`src/hmf_defs.vh`:
```
`ifndef HMF_DEFS_VH
`define HMF_DEFS_VH
// register byte addresses
`define HMF_ADDR_STA_LO     12'h000
`define HMF_ADDR_STA_HI     12'h004
`define HMF_ADDR_HASH_LO    12'h008
`define HMF_ADDR_HASH_HI    12'h00C
`define HMF_ADDR_MAC_CTRL   12'h010
`define HMF_ADDR_PAUSE_CTRL 12'h014
`define HMF_ADDR_WAKE_CS    12'h018
`define HMF_ADDR_POWER_CTRL 12'h01C
`define HMF_ADDR_LAST_STAT  12'h020
// mac_ctrl_reg fields
`define HMF_CR_NO_NO_BROADCAST_FLAG     0
`define HMF_CR_ANY_DA       1
`define HMF_CR_PASS_GROUP   2
`define HMF_CR_INV_FILT     3
`define HMF_CR_HASH_ONLY    4
`define HMF_CR_HASH_PERF    5
`define HMF_CR_ACCEPT_ALL   6
`define HMF_CR_KEEP_ERR     7
`define HMF_CR_WIDTH        8
// pause_ctrl_reg fields
`define HMF_FL_PASS_PAUSE   0
// wake_ctrl_stat fields
`define HMF_WU_EXACT_EN     0
`define HMF_WU_NO_BROADCAST_FLAG_EN     1
`define HMF_WU_PATTERN_EN   2
`define HMF_WU_MAGIC_EN     3
`define HMF_WU_DEFER        4
`define HMF_WU_EXACT_SEEN   5
`define HMF_WU_NO_BROADCAST_FLAG_SEEN   6
`define HMF_WU_WIDTH        7
// power_ctrl_reg fields
`define HMF_PM_EVENT_FLAG   0
`define HMF_PM_EVENT_EN     1
`define HMF_PM_SLEEP        2
// error frame size limit in bytes
`define HMF_SHORT_LEN       14'd60
`define HMF_NO_BROADCAST_FLAG_ADDR      48'hFFFFFFFFFFFF
`endif

```
`src/hmf_addr_check.v`:
```
`timescale 1ns/1ps
`default_nettype none
`include "hmf_defs.vh"
module hmf_addr_check (
	// address to test
	input  wire [47:0] dest_addr,
	input  wire [5:0]  hash_index,
	// settings
	input  wire [47:0] station_addr,
	input  wire [63:0] hash_table,
	input  wire [7:0]  ctrl,
	// result
	output wire        pass,
	output wire        is_group,
	output wire        is_no_broadcast_flag,
	output wire        exact_hit
);
	wire hash_hit;
	reg  pass_c;
	assign is_group  = dest_addr[0];
	assign is_no_broadcast_flag  = (dest_addr == `HMF_NO_BROADCAST_FLAG_ADDR);
	assign exact_hit = (dest_addr == station_addr);
	// top index bit picks high word, low five bits pick the bit
	assign hash_hit  = hash_table[hash_index];
	assign pass      = pass_c;
	always @* begin
		pass_c = 1'b0;
		if (ctrl[`HMF_CR_ANY_DA]) begin
			pass_c = 1'b1;
		end else if (ctrl[`HMF_CR_INV_FILT]) begin
			pass_c = ~exact_hit;
		end else if (ctrl[`HMF_CR_PASS_GROUP] && is_group) begin
			pass_c = 1'b1;
		end else if (ctrl[`HMF_CR_HASH_ONLY]) begin
			pass_c = hash_hit || (is_no_broadcast_flag &&
				!ctrl[`HMF_CR_NO_NO_BROADCAST_FLAG]);
		end else if (ctrl[`HMF_CR_HASH_PERF] && is_group) begin
			pass_c = hash_hit || (is_no_broadcast_flag &&
				!ctrl[`HMF_CR_NO_NO_BROADCAST_FLAG]);
		end else begin
			pass_c = exact_hit || (is_no_broadcast_flag &&
				!ctrl[`HMF_CR_NO_NO_BROADCAST_FLAG]);
		end
	end
endmodule // hmf_addr_check
`default_nettype wire

```
`src/hmf_rx_filter.v`:
```
// The APB slave port and the register offsets are this design's own decisions.
`timescale 1ns/1ps
`default_nettype none
`include "hmf_defs.vh"
// Notes on behaviour
// inverse mode: accept non-matching, reject matching
// inverse mode rejects broadcast if station broadcast
// any-da mode accepts every frame
// physical addresses exactly matched in multicast mode
// hash-only multicast mode hashes physical addresses
// pass group accepts all multicast and broadcast
// good passing frame: fail clear, filter set
// good failing frame needs accept everything
// broadcast filter flag is inverse of no_broadcast
// control frame filter flag copies pass pause
// long errored frame filter flag copies keep
// short errored frame needs pass or both
// wake only from enabled detection types
// defer wake detection until sleep state
// wake flag reported, output needs event enable
// exact wake mode suspends rx, sets seen
// broadcast wake mode suspends rx, sets seen
// station address is high and low concatenated
// hash index: top bit word, five bits bit
// first transmitted bit one means multicast
// seen flags sticky until software clear or reset
module hmf_rx_filter (
	// clock and reset
	input  wire        pclk,
	input  wire        presetn,
	// apb slave
	input  wire        psel,
	input  wire        penable,
	input  wire        pwrite,
	input  wire [11:0] paddr,
	input  wire [31:0] pwdata,
	output reg  [31:0] prdata,
	output reg         pready,
	output reg         pslverr,
	// frame decision request from fabric port
	input  wire        frm_valid,
	input  wire [47:0] frm_dest,
	input  wire [5:0]  frm_hash,
	input  wire [13:0] frm_len,
	input  wire        frm_error,
	input  wire        frm_control,
	input  wire        frm_pattern_hit,
	input  wire        frm_magic_hit,
	// decision
	output reg         dec_valid,
	output reg         dec_accept,
	output reg         dec_filter_fail,
	output reg         dec_packet_filter,
	// power management
	output reg         power_event_out
);
	////////////////////////////////////////////////////////////////
	reg  [31:0] station_addr_low_q;
	reg  [15:0] station_addr_high_q;
	reg  [31:0] hash_table_low_q;
	reg  [31:0] hash_table_high_q;
	reg  [7:0]  mac_ctrl_reg_q;
	reg         pause_ctrl_reg_q;
	reg  [6:0]  wake_ctrl_stat_q;
	reg  [6:0]  wake_ctrl_stat_d;
	reg  [2:0]  power_ctrl_reg_q;
	reg  [2:0]  power_ctrl_reg_d;
	reg  [3:0]  last_stat_q;
	wire [47:0] station_addr;
	wire        pass;
	wire        is_group;
	wire        is_no_broadcast_flag;
	wire        exact_hit;
	wire        wr_en;
	wire        rd_en;
	wire        wake_mode;
	wire        wake_armed;
	wire        exact_det;
	wire        no_broadcast_flag_det;
	wire        wake_det;
	wire [3:0]  det_src;
	wire [3:0]  det_hit;
	wire        is_long;
	reg         acc_c;
	reg         pf_c;
	reg         map_hit;
	reg  [31:0] rd_c;

	assign station_addr = {station_addr_high_q, station_addr_low_q};

	hmf_addr_check u_check (
		.dest_addr    (frm_dest),
		.hash_index   (frm_hash),
		.station_addr (station_addr),
		.hash_table   ({hash_table_high_q, hash_table_low_q}),
		.ctrl         (mac_ctrl_reg_q),
		.pass         (pass),
		.is_group     (is_group),
		.is_no_broadcast_flag     (is_no_broadcast_flag),
		.exact_hit    (exact_hit)
	);

	////////////////////////////////////////////////////////////////
	// apb: one wait state, so pready rises in the second access cycle
	assign wr_en = psel && penable && pwrite && pready;
	assign rd_en = psel && penable && !pwrite;

	always @* begin
		map_hit = 1'b1;
		rd_c    = 32'h00000000;
		if (paddr == `HMF_ADDR_STA_LO) begin
			rd_c = station_addr_low_q;
		end else if (paddr == `HMF_ADDR_STA_HI) begin
			rd_c = {16'h0000, station_addr_high_q};
		end else if (paddr == `HMF_ADDR_HASH_LO) begin
			rd_c = hash_table_low_q;
		end else if (paddr == `HMF_ADDR_HASH_HI) begin
			rd_c = hash_table_high_q;
		end else if (paddr == `HMF_ADDR_MAC_CTRL) begin
			rd_c = {24'h000000, mac_ctrl_reg_q};
		end else if (paddr == `HMF_ADDR_PAUSE_CTRL) begin
			rd_c = {31'h00000000, pause_ctrl_reg_q};
		end else if (paddr == `HMF_ADDR_WAKE_CS) begin
			rd_c = {25'h0000000, wake_ctrl_stat_q};
		end else if (paddr == `HMF_ADDR_POWER_CTRL) begin
			rd_c = {29'h00000000, power_ctrl_reg_q};
		end else if (paddr == `HMF_ADDR_LAST_STAT) begin
			rd_c = {28'h0000000, last_stat_q};
		end else begin
			map_hit = 1'b0;
		end
	end

	always @(posedge pclk or negedge presetn) begin
		if (!presetn) begin
			pready  <= 1'b0;
			pslverr <= 1'b0;
			prdata  <= 32'h00000000;
		end else begin
			pready  <= psel && penable && !pready;
			pslverr <= psel && penable && !pready && !map_hit;
			if (rd_en && !pready) begin
				prdata <= rd_c;
			end
		end
	end

	always @(posedge pclk or negedge presetn) begin
		if (!presetn) begin
			station_addr_low_q  <= 32'h00000000;
			station_addr_high_q <= 16'h0000;
			hash_table_low_q    <= 32'h00000000;
			hash_table_high_q   <= 32'h00000000;
			mac_ctrl_reg_q      <= 8'h00;
			pause_ctrl_reg_q    <= 1'b0;
		end else if (wr_en) begin
			if (paddr == `HMF_ADDR_STA_LO) begin
				station_addr_low_q <= pwdata;
			end else if (paddr == `HMF_ADDR_STA_HI) begin
				station_addr_high_q <= pwdata[15:0];
			end else if (paddr == `HMF_ADDR_HASH_LO) begin
				hash_table_low_q <= pwdata;
			end else if (paddr == `HMF_ADDR_HASH_HI) begin
				hash_table_high_q <= pwdata;
			end else if (paddr == `HMF_ADDR_MAC_CTRL) begin
				mac_ctrl_reg_q <= pwdata[7:0];
			end else if (paddr == `HMF_ADDR_PAUSE_CTRL) begin
				pause_ctrl_reg_q <= pwdata[`HMF_FL_PASS_PAUSE];
			end
		end
	end

	////////////////////////////////////////////////////////////////
	// wake detection
	assign wake_mode  = wake_ctrl_stat_q[`HMF_WU_EXACT_EN] ||
		wake_ctrl_stat_q[`HMF_WU_NO_BROADCAST_FLAG_EN] ||
		wake_ctrl_stat_q[`HMF_WU_PATTERN_EN] ||
		wake_ctrl_stat_q[`HMF_WU_MAGIC_EN];
	assign wake_armed = !wake_ctrl_stat_q[`HMF_WU_DEFER] ||
		power_ctrl_reg_q[`HMF_PM_SLEEP];
	// detector order matches the enable bit order in wake_ctrl_stat
	assign det_src = {frm_magic_hit, frm_pattern_hit, is_no_broadcast_flag, exact_hit};

	genvar gi;
	generate
		for (gi = 0; gi < 4; gi = gi + 1) begin : g_det
			assign det_hit[gi] = frm_valid && wake_armed && det_src[gi] &&
				wake_ctrl_stat_q[`HMF_WU_EXACT_EN + gi];
		end
	endgenerate

	assign exact_det = det_hit[0];
	assign no_broadcast_flag_det = det_hit[1];
	assign wake_det  = |det_hit;

	// seen flags are write-one-to-clear; a detection wins over the clear
	always @* begin
		wake_ctrl_stat_d = wake_ctrl_stat_q;
		power_ctrl_reg_d = power_ctrl_reg_q;
		if (wr_en && paddr == `HMF_ADDR_WAKE_CS) begin
			wake_ctrl_stat_d[4:0] = pwdata[4:0];
			if (pwdata[`HMF_WU_EXACT_SEEN])
				wake_ctrl_stat_d[`HMF_WU_EXACT_SEEN] = 1'b0;
			if (pwdata[`HMF_WU_NO_BROADCAST_FLAG_SEEN])
				wake_ctrl_stat_d[`HMF_WU_NO_BROADCAST_FLAG_SEEN] = 1'b0;
		end
		if (wr_en && paddr == `HMF_ADDR_POWER_CTRL) begin
			power_ctrl_reg_d[`HMF_PM_EVENT_EN] = pwdata[`HMF_PM_EVENT_EN];
			power_ctrl_reg_d[`HMF_PM_SLEEP]    = pwdata[`HMF_PM_SLEEP];
			if (pwdata[`HMF_PM_EVENT_FLAG])
				power_ctrl_reg_d[`HMF_PM_EVENT_FLAG] = 1'b0;
		end
		if (exact_det)
			wake_ctrl_stat_d[`HMF_WU_EXACT_SEEN] = 1'b1;
		if (no_broadcast_flag_det)
			wake_ctrl_stat_d[`HMF_WU_NO_BROADCAST_FLAG_SEEN] = 1'b1;
		if (wake_det)
			power_ctrl_reg_d[`HMF_PM_EVENT_FLAG] = 1'b1;
	end

	always @(posedge pclk or negedge presetn) begin
		if (!presetn) begin
			wake_ctrl_stat_q <= 7'h00;
			power_ctrl_reg_q <= 3'h0;
			power_event_out  <= 1'b0;
		end else begin
			wake_ctrl_stat_q <= wake_ctrl_stat_d;
			power_ctrl_reg_q <= power_ctrl_reg_d;
			power_event_out  <= power_ctrl_reg_d[`HMF_PM_EVENT_FLAG] &&
				power_ctrl_reg_d[`HMF_PM_EVENT_EN];
		end
	end

	////////////////////////////////////////////////////////////////
	// frame acceptance
	assign is_long = (frm_len > `HMF_SHORT_LEN);

	always @* begin
		acc_c = 1'b0;
		pf_c  = 1'b1;
		if (frm_error && !is_long) begin
			acc_c = pass || (mac_ctrl_reg_q[`HMF_CR_ACCEPT_ALL] &&
				mac_ctrl_reg_q[`HMF_CR_KEEP_ERR]);
			pf_c  = 1'b1;
		end else if (frm_error) begin
			acc_c = pass || mac_ctrl_reg_q[`HMF_CR_ACCEPT_ALL];
			pf_c  = mac_ctrl_reg_q[`HMF_CR_KEEP_ERR];
		end else begin
			acc_c = pass || mac_ctrl_reg_q[`HMF_CR_ACCEPT_ALL];
			if (frm_control)
				pf_c = pause_ctrl_reg_q;
			else if (is_no_broadcast_flag)
				pf_c = !mac_ctrl_reg_q[`HMF_CR_NO_NO_BROADCAST_FLAG];
		end
		// wake detection modes suspend normal reception
		if (wake_mode)
			acc_c = 1'b0;
	end

	always @(posedge pclk or negedge presetn) begin
		if (!presetn) begin
			dec_valid         <= 1'b0;
			dec_accept        <= 1'b0;
			dec_filter_fail   <= 1'b0;
			dec_packet_filter <= 1'b0;
			last_stat_q       <= 4'h0;
		end else begin
			dec_valid <= frm_valid;
			if (frm_valid) begin
				dec_accept        <= acc_c;
				dec_filter_fail   <= !pass;
				dec_packet_filter <= pf_c;
				last_stat_q       <= {1'b1, acc_c, !pass, pf_c};
			end
		end
	end
endmodule // hmf_rx_filter
`default_nettype wire

```
`config.mk`:
```
export PLATFORM = sky130hd
export DESIGN_NAME = hmf_rx_filter
export DESIGN_NICKNAME = d
export VERILOG_FILES = /design/src/hmf_addr_check.v /design/src/hmf_rx_filter.v
export VERILOG_INCLUDE_DIRS = /design/src /design/src/src
export SDC_FILE = /design/constraint.sdc
export NUM_CORES = 1
export LEC_CHECK = 0
export BUFFER_PORTS_ARGS = -buffer_cell sky130_fd_sc_hd__buf_2
export CAP_MARGIN = 20
export CORE_MARGIN = 2
export CORE_UTILIZATION = 55
export DETAILED_ROUTE_END_ITERATION = 10
export HOLD_SLACK_MARGIN = 0.03
export PLACE_DENSITY = 0.79
export SLEW_MARGIN = 5
export SYNTH_ARGS = -nofsm -noshare
export SYNTH_HDL_FRONTEND = slang
export SYNTH_SLANG_ARGS = --single-unit
export TNS_END_PERCENT = 20
```
`constraint.sdc`:
```
create_clock -name pclk -period 2.1 [get_ports pclk]
set_input_delay 0.21 -clock pclk [delete_from_list [all_inputs] [get_ports pclk]]
set_output_delay 0.21 -clock pclk [all_outputs]
set_load 0.05 [all_outputs]
```
Word level (Yosys, flattened, before mapping)
Cells that the tools add are included.
{"block": "totals", "reg_bits": 174, "latch_bits": 0, "mem_bits_rw": 0, "romBits": 0, "inputBits": 122, "out_inout_bits": 39, "word_cells": 130, "mem_count": 0}
{"block": "op_classes", "addsub": 0, "multipliers": 0, "div_mod_pow": 0, "n_lt_le_gt_ge": 2, "n_eq_ne": 10, "shift": 0, "mux": 39, "n_bitwise": 6, "n_reduce_logical": 53}
{"op": "$mux 32", "count": 4}
{"op": "$eq 12x5->1 const B", "count": 4}
{"op": "$eq 48x48->1", "count": 1}
{"op": "$eq 48x48->1 const B", "count": 1}
{"op": "$mux 1", "count": 27}
{"op": "$eq 12x4->1 const B", "count": 2}
{"op": "$logic_and 1x1->1", "count": 24}
{"op": "$mux 7", "count": 3}
{"op": "$gt 14x6->1 const B", "count": 1}
{"op": "$eq 12x3->1 const B", "count": 1}
{"op": "$eq 12x6->1 const B", "count": 1}
{"op": "$logic_not 12->1", "count": 1}
{"op": "$logic_or 1x1->1", "count": 8}
{"op": "$mux 4", "count": 2}
{"op": "$mux 8", "count": 1}
{"op": "$reduce_bool 2->1", "count": 4}
{"op": "$logic_not 1->1", "count": 7}
{"op": "$lt 6x7->1 const B", "count": 1}
{"op": "$reduce_and 7->1", "count": 1}
{"op": "$bmux 1 s6", "count": 1}
{"op": "$not 1->1", "count": 6}
{"op": "$reduce_and 2->1", "count": 3}
{"op": "$reduce_and 6->1", "count": 1}
{"op": "$reduce_and 5->1", "count": 1}
{"op": "other kinds (4)", "count": 4}

Depth between registers and ports, before layout
{"block": "logic_depth", "ltp_word": 12, "ltp_mapped": 9, "depth_no_buf": 6}

Hierarchy
Synthesis repeated with hierarchy kept, for this count alone.
{"block": "unflattened", "cells_unflattened": 738, "area_unflattened_um2": 9077.5}
{"mod": "hmf_rx_filter", "instances": 1, "cells_each": 611, "area_per_inst_um2": 7841.3, "seq_area_each_um2": 4279.1}
{"mod": "hmf_addr_check", "instances": 1, "cells_each": 127, "area_per_inst_um2": 1236.2, "seq_area_each_um2": 0.0}

Worst setup path before layout
OpenSTA, ideal clock, no wires.
{"block": "synth_timing", "kind": "input to register", "start": "input paddr[11]", "end": "register station_addr_low_q[10]", "setup_time_ns": 0.125, "t_arrival_ns": 2.263, "t_required_ns": 1.975, "slack_ns": -0.288, "stages": 8, "n_path_buf": 3, "path_cell_list": "or4_1 -> buf_2 -> nor4_4 -> nand2b_1 -> buf_2 -> nor3_4 -> buf_6 -> mux2_2"}
{"block": "synth_via", "elab_chain_len": 2}
{"element": "start, declared", "line_no": "hmf_rx_filter.v:35", "text": "input wire [11:0] paddr,"}
{"element": "$logic_not 12->1 (no source line)"}
{"element": "$reduce_and 2->1 (no source line)"}
{"element": "end signal, assigned", "line_no": "hmf_rx_filter.v:158", "text": "station_addr_low_q <= pwdata;"}
{"element": "end, declared", "line_no": "hmf_rx_filter.v:58", "text": "reg [31:0] station_addr_low_q;"}
Every way passes these cells.
A chain may end at the register's enable or synchronous reset.

Final worst setup path
{"block": "layout_timing", "start": "register station_addr_low_q[2]", "end": "register last_stat_q[1]"}
{"block": "layout_via", "elab_chain_len": 8, "word_cells_on_any_way": 9, "cone_classes": "eq/ne (1); mux (5); bitwise (1); reduce/logical (2)"}
{"element": "$eq 48x48->1 (*)", "line_no": "hmf_addr_check.v:22", "text": "assign exact_hit = (dest_addr == station_addr);"}
{"element": "$logic_or 1x1->1", "line_no": "hmf_addr_check.v:41", "text": "pass_c = exact_hit || (is_no_broadcast_flag &&"}
{"element": "$mux 1", "line_no": "hmf_addr_check.v:37", "text": "end else if (ctrl[`HMF_CR_HASH_PERF] && is_group) begin"}
{"element": "$mux 1", "line_no": "hmf_addr_check.v:34", "text": "end else if (ctrl[`HMF_CR_HASH_ONLY]) begin"}
{"element": "$mux 1", "line_no": "hmf_addr_check.v:32", "text": "end else if (ctrl[`HMF_CR_PASS_GROUP] && is_group) begin"}
{"element": "$mux 1 (*)", "line_no": "hmf_addr_check.v:30", "text": "end else if (ctrl[`HMF_CR_INV_FILT]) begin"}
{"element": "$mux 1 (*)", "line_no": "hmf_addr_check.v:28", "text": "if (ctrl[`HMF_CR_ANY_DA]) begin"}
{"element": "$logic_not 1->1 (*)", "line_no": "hmf_rx_filter.v:273", "text": "last_stat_q <= {1'b1, acc_c, !pass, pf_c};"}
{"element": "end signal, assigned", "line_no": "hmf_rx_filter.v:273"}
{"element": "end, declared", "line_no": "hmf_rx_filter.v:68", "text": "reg [3:0] last_stat_q;"}
Every way passes the cells marked *; elsewhere a longest branch is shown, timed or not.

==> flow_metrics.tcl <==
set metrics [dict create \
    status "complete, but fails checks" \
    violations "setup timing" \
    drc 0 \
    yosysSeqAreaShare 0.487 \
    grt_max_degree 71 \
    fillers 1125 \
    p_per_area_mw_per_mm2 623 \
    gp_congestion 0.923 \
    period_minus_slack_ps 2300 \
    ant_nets 0 \
    mostFrequentLayoutCells "170 x dfrtp_1, 159 x buf_2, 124 x mux2_2" \
    syn_to_final_growth_pct 29.2 \
    gr-total-overflow 0 \
    cp-start-kind "register" \
    clkLatencyLatePin_ps 440 \
    final_cells 1212 \
    maxCapViolCount 0 \
    cts-root-buf "clkbuf_16" \
    required_ps 2420 \
    end_kind "register" \
    port_buffers 160 \
    track_usage 0.333 \
    seq_area_mm2 0.00428 \
    critical_path_arrival_ps 2620 \
    cts.path.max_buffers 2 \
    leakage_nw 5.72 \
    fin_util 0.720 \
    setup_viol 5 \
    routedWlPerCell_um 22.5 \
    hp-class "primary input to register" \
    ys_types 54 \
    fin_nets 1105 \
    synth-edff-count 0 \
    synth.net_count 850 \
    synth_area_per_cell_um2 12.1 \
    multi_input_area_mm2 0.00435 \
    ys_warn_count 0 \
    rsz0062_at_grt "true" \
    rows 46 \
    cts_sinks 171 \
    skew_ps 8.73 \
    drt-pass1-iter-count 5 \
    die_h_um 130 \
    fmax_ghz 0.435 \
    placedCellCount 1176 \
    synth_flop_cell "dfrtp_1" \
    slew_viol_final 0 \
    post_dp_cell_area_mm2 0.0106 \
    hold_viol_final 0 \
    finalCritPeriodShare 1.10 \
    initial_core_util 0.557 \
    slew_headroom 0.659 \
    cp_max_fo 3 \
    setup_ws_ps -201 \
    drive_gt1_frac 0.478 \
    antenna_cells 0 \
    final_cell_area_mm2 0.0114 \
    dp_hpwl_mm 19.4 \
    cts_buffers 17 \
    die_w_um 130 \
    final_common_cell "dfrtp_1" \
    ioPinCount 161 \
    cts.clk_slew.worst_paths_ps 70 \
    vias 7450 \
    ys_ff_latch 171 \
    dr.first_iter.drc_count 815 \
    cts_tree "built" \
    worstSetupPathType "register to register" \
    ir_drop_mv 0.561 \
    avgViaCountPerCell 6.15 \
    hold_slack_ps 43.4 \
    cts_max_level 4 \
    syn_inst 728 \
    ys_async_sr_fraction 1.00 \
    core_area_mm2 0.0158 \
    post-place-ws_ps -266 \
    syn-cell-area_mm2 0.00879 \
    antenna_found_initial 0 \
    die_area_mm2 0.0170 \
    wirelength_mm 27.2 \
    grt_pass1_vias 7384 \
    grt_pass1_wl_mm 41.4 \
    worst_pin_slew_ps 512 \
]
sequential cells by signal, indices dropped and copies added (netlist names), 3 cells and up:
| name | cells |
|---|---|
| wake_ctrl_stat_q | 7 |
| station_addr_high_q | 16 |
| hash_table_low_q | 32 |
| prdata | 32 |
| power_ctrl_reg_q | 3 |
| last_stat_q | 4 |
| hash_table_high_q | 32 |
| station_addr_low_q | 32 |
| mac_ctrl_reg_q | 8 |
synthesized netlist by cell type, drive strengths merged, types with 10 or more instances:
master | number | area share
inv | 11 | 0.0047
mux4 | 25 | 0.064
a21oi | 16 | 0.0091
buf | 18 | 0.012
nand3 | 10 | 0.0057
o21ai | 26 | 0.015
mux2i | 28 | 0.032
mux2 | 126 | 0.16
nand2 | 60 | 0.026
nand4 | 29 | 0.021
xor2 | 48 | 0.048
clkbuf | 26 | 0.011
o31ai | 18 | 0.015
nor2 | 33 | 0.015
nor4 | 20 | 0.018
dfrtp | 171 | 0.49
power by group:
| group | internal [mW] | switching [mW] | leakage (nW) |
|---|---|---|---|
| combinational | 0.204 | 0.360 | 3.06 |
| clock | 1.96 | 1.26 | 0.298 |
| sequential | 3.30 | 0.00395 | 2.36 |
| total | 5.46 | 1.62 | 5.72 |
metal layers:
layer	vias up	global-route usage	routed length, um
li1	3218	-	-
met1	3705	0.438	10700
met2	439	0.520	12800
met3	88	0.0806	2560
met4	0	0.171	1180
met5	-	0	0
final cells by class:
type	instances	area share
clock buffer	24	0.0424
sequential	171	0.377
timing repair buffer	280	0.160
inverter	11	0.00364
clock inverter	8	0.0101
tap	216	0.0238
multi-input combinational	502	0.383
worst paths after layout:
check                      slack (ps)  depth (start not counted)                endpoint                  start
min in group asynchronous         180                          2              prdata[22]                presetn
min reg2reg                       470                          2              prdata[27]             prdata[27]
max in group asynchronous        1240                          3  station_addr_high_q[0]                presetn
max reg2reg                      -200                          6          last_stat_q[1]  station_addr_low_q[2]
min                                40                          2   hash_table_high_q[19]             pwdata[19]
max                              -200                          6          last_stat_q[1]  station_addr_low_q[2]
metrics by stage:
step | setup TNS [ps] | total power [mW]
final | -583 | 7.08
after global routing | -772 | 7.29
after CTS | -384 | 7.11
after detailed placement | -20330 | 3.91
after global placement | -14410 | 3.90
after floorplan | -22250 | 3.55
repair_timing:
action	in CTS	in global routing
hold buffers	4	0
pin swaps	3	9
gates cloned	0	0
hold endpoints to repair	175	0
gates resized for setup	7	9
buffers inserted	0	1
setup endpoints to repair	5	5
worst max-delay path, cell delays in order (launching register included):
cell and delay (ps):
dfrtp_1 430, xor2_1 180, nor4_1 400, nand4_1 320, nor4_2 480, o31ai_4 100
mux2_4 280
kinds of logic after synthesis:
group	count (synthesis)	share of synthesized area
buffers and inverters	55	0.0275
AOI/OAI and AO/OA	91	0.0676
and+or+nand+nor	184	0.113
muxes	179	0.257
xor gates and xnor gates	48	0.0478
DFF	171	0.487
No activity file was read; power rests on OpenSTA's default activity.
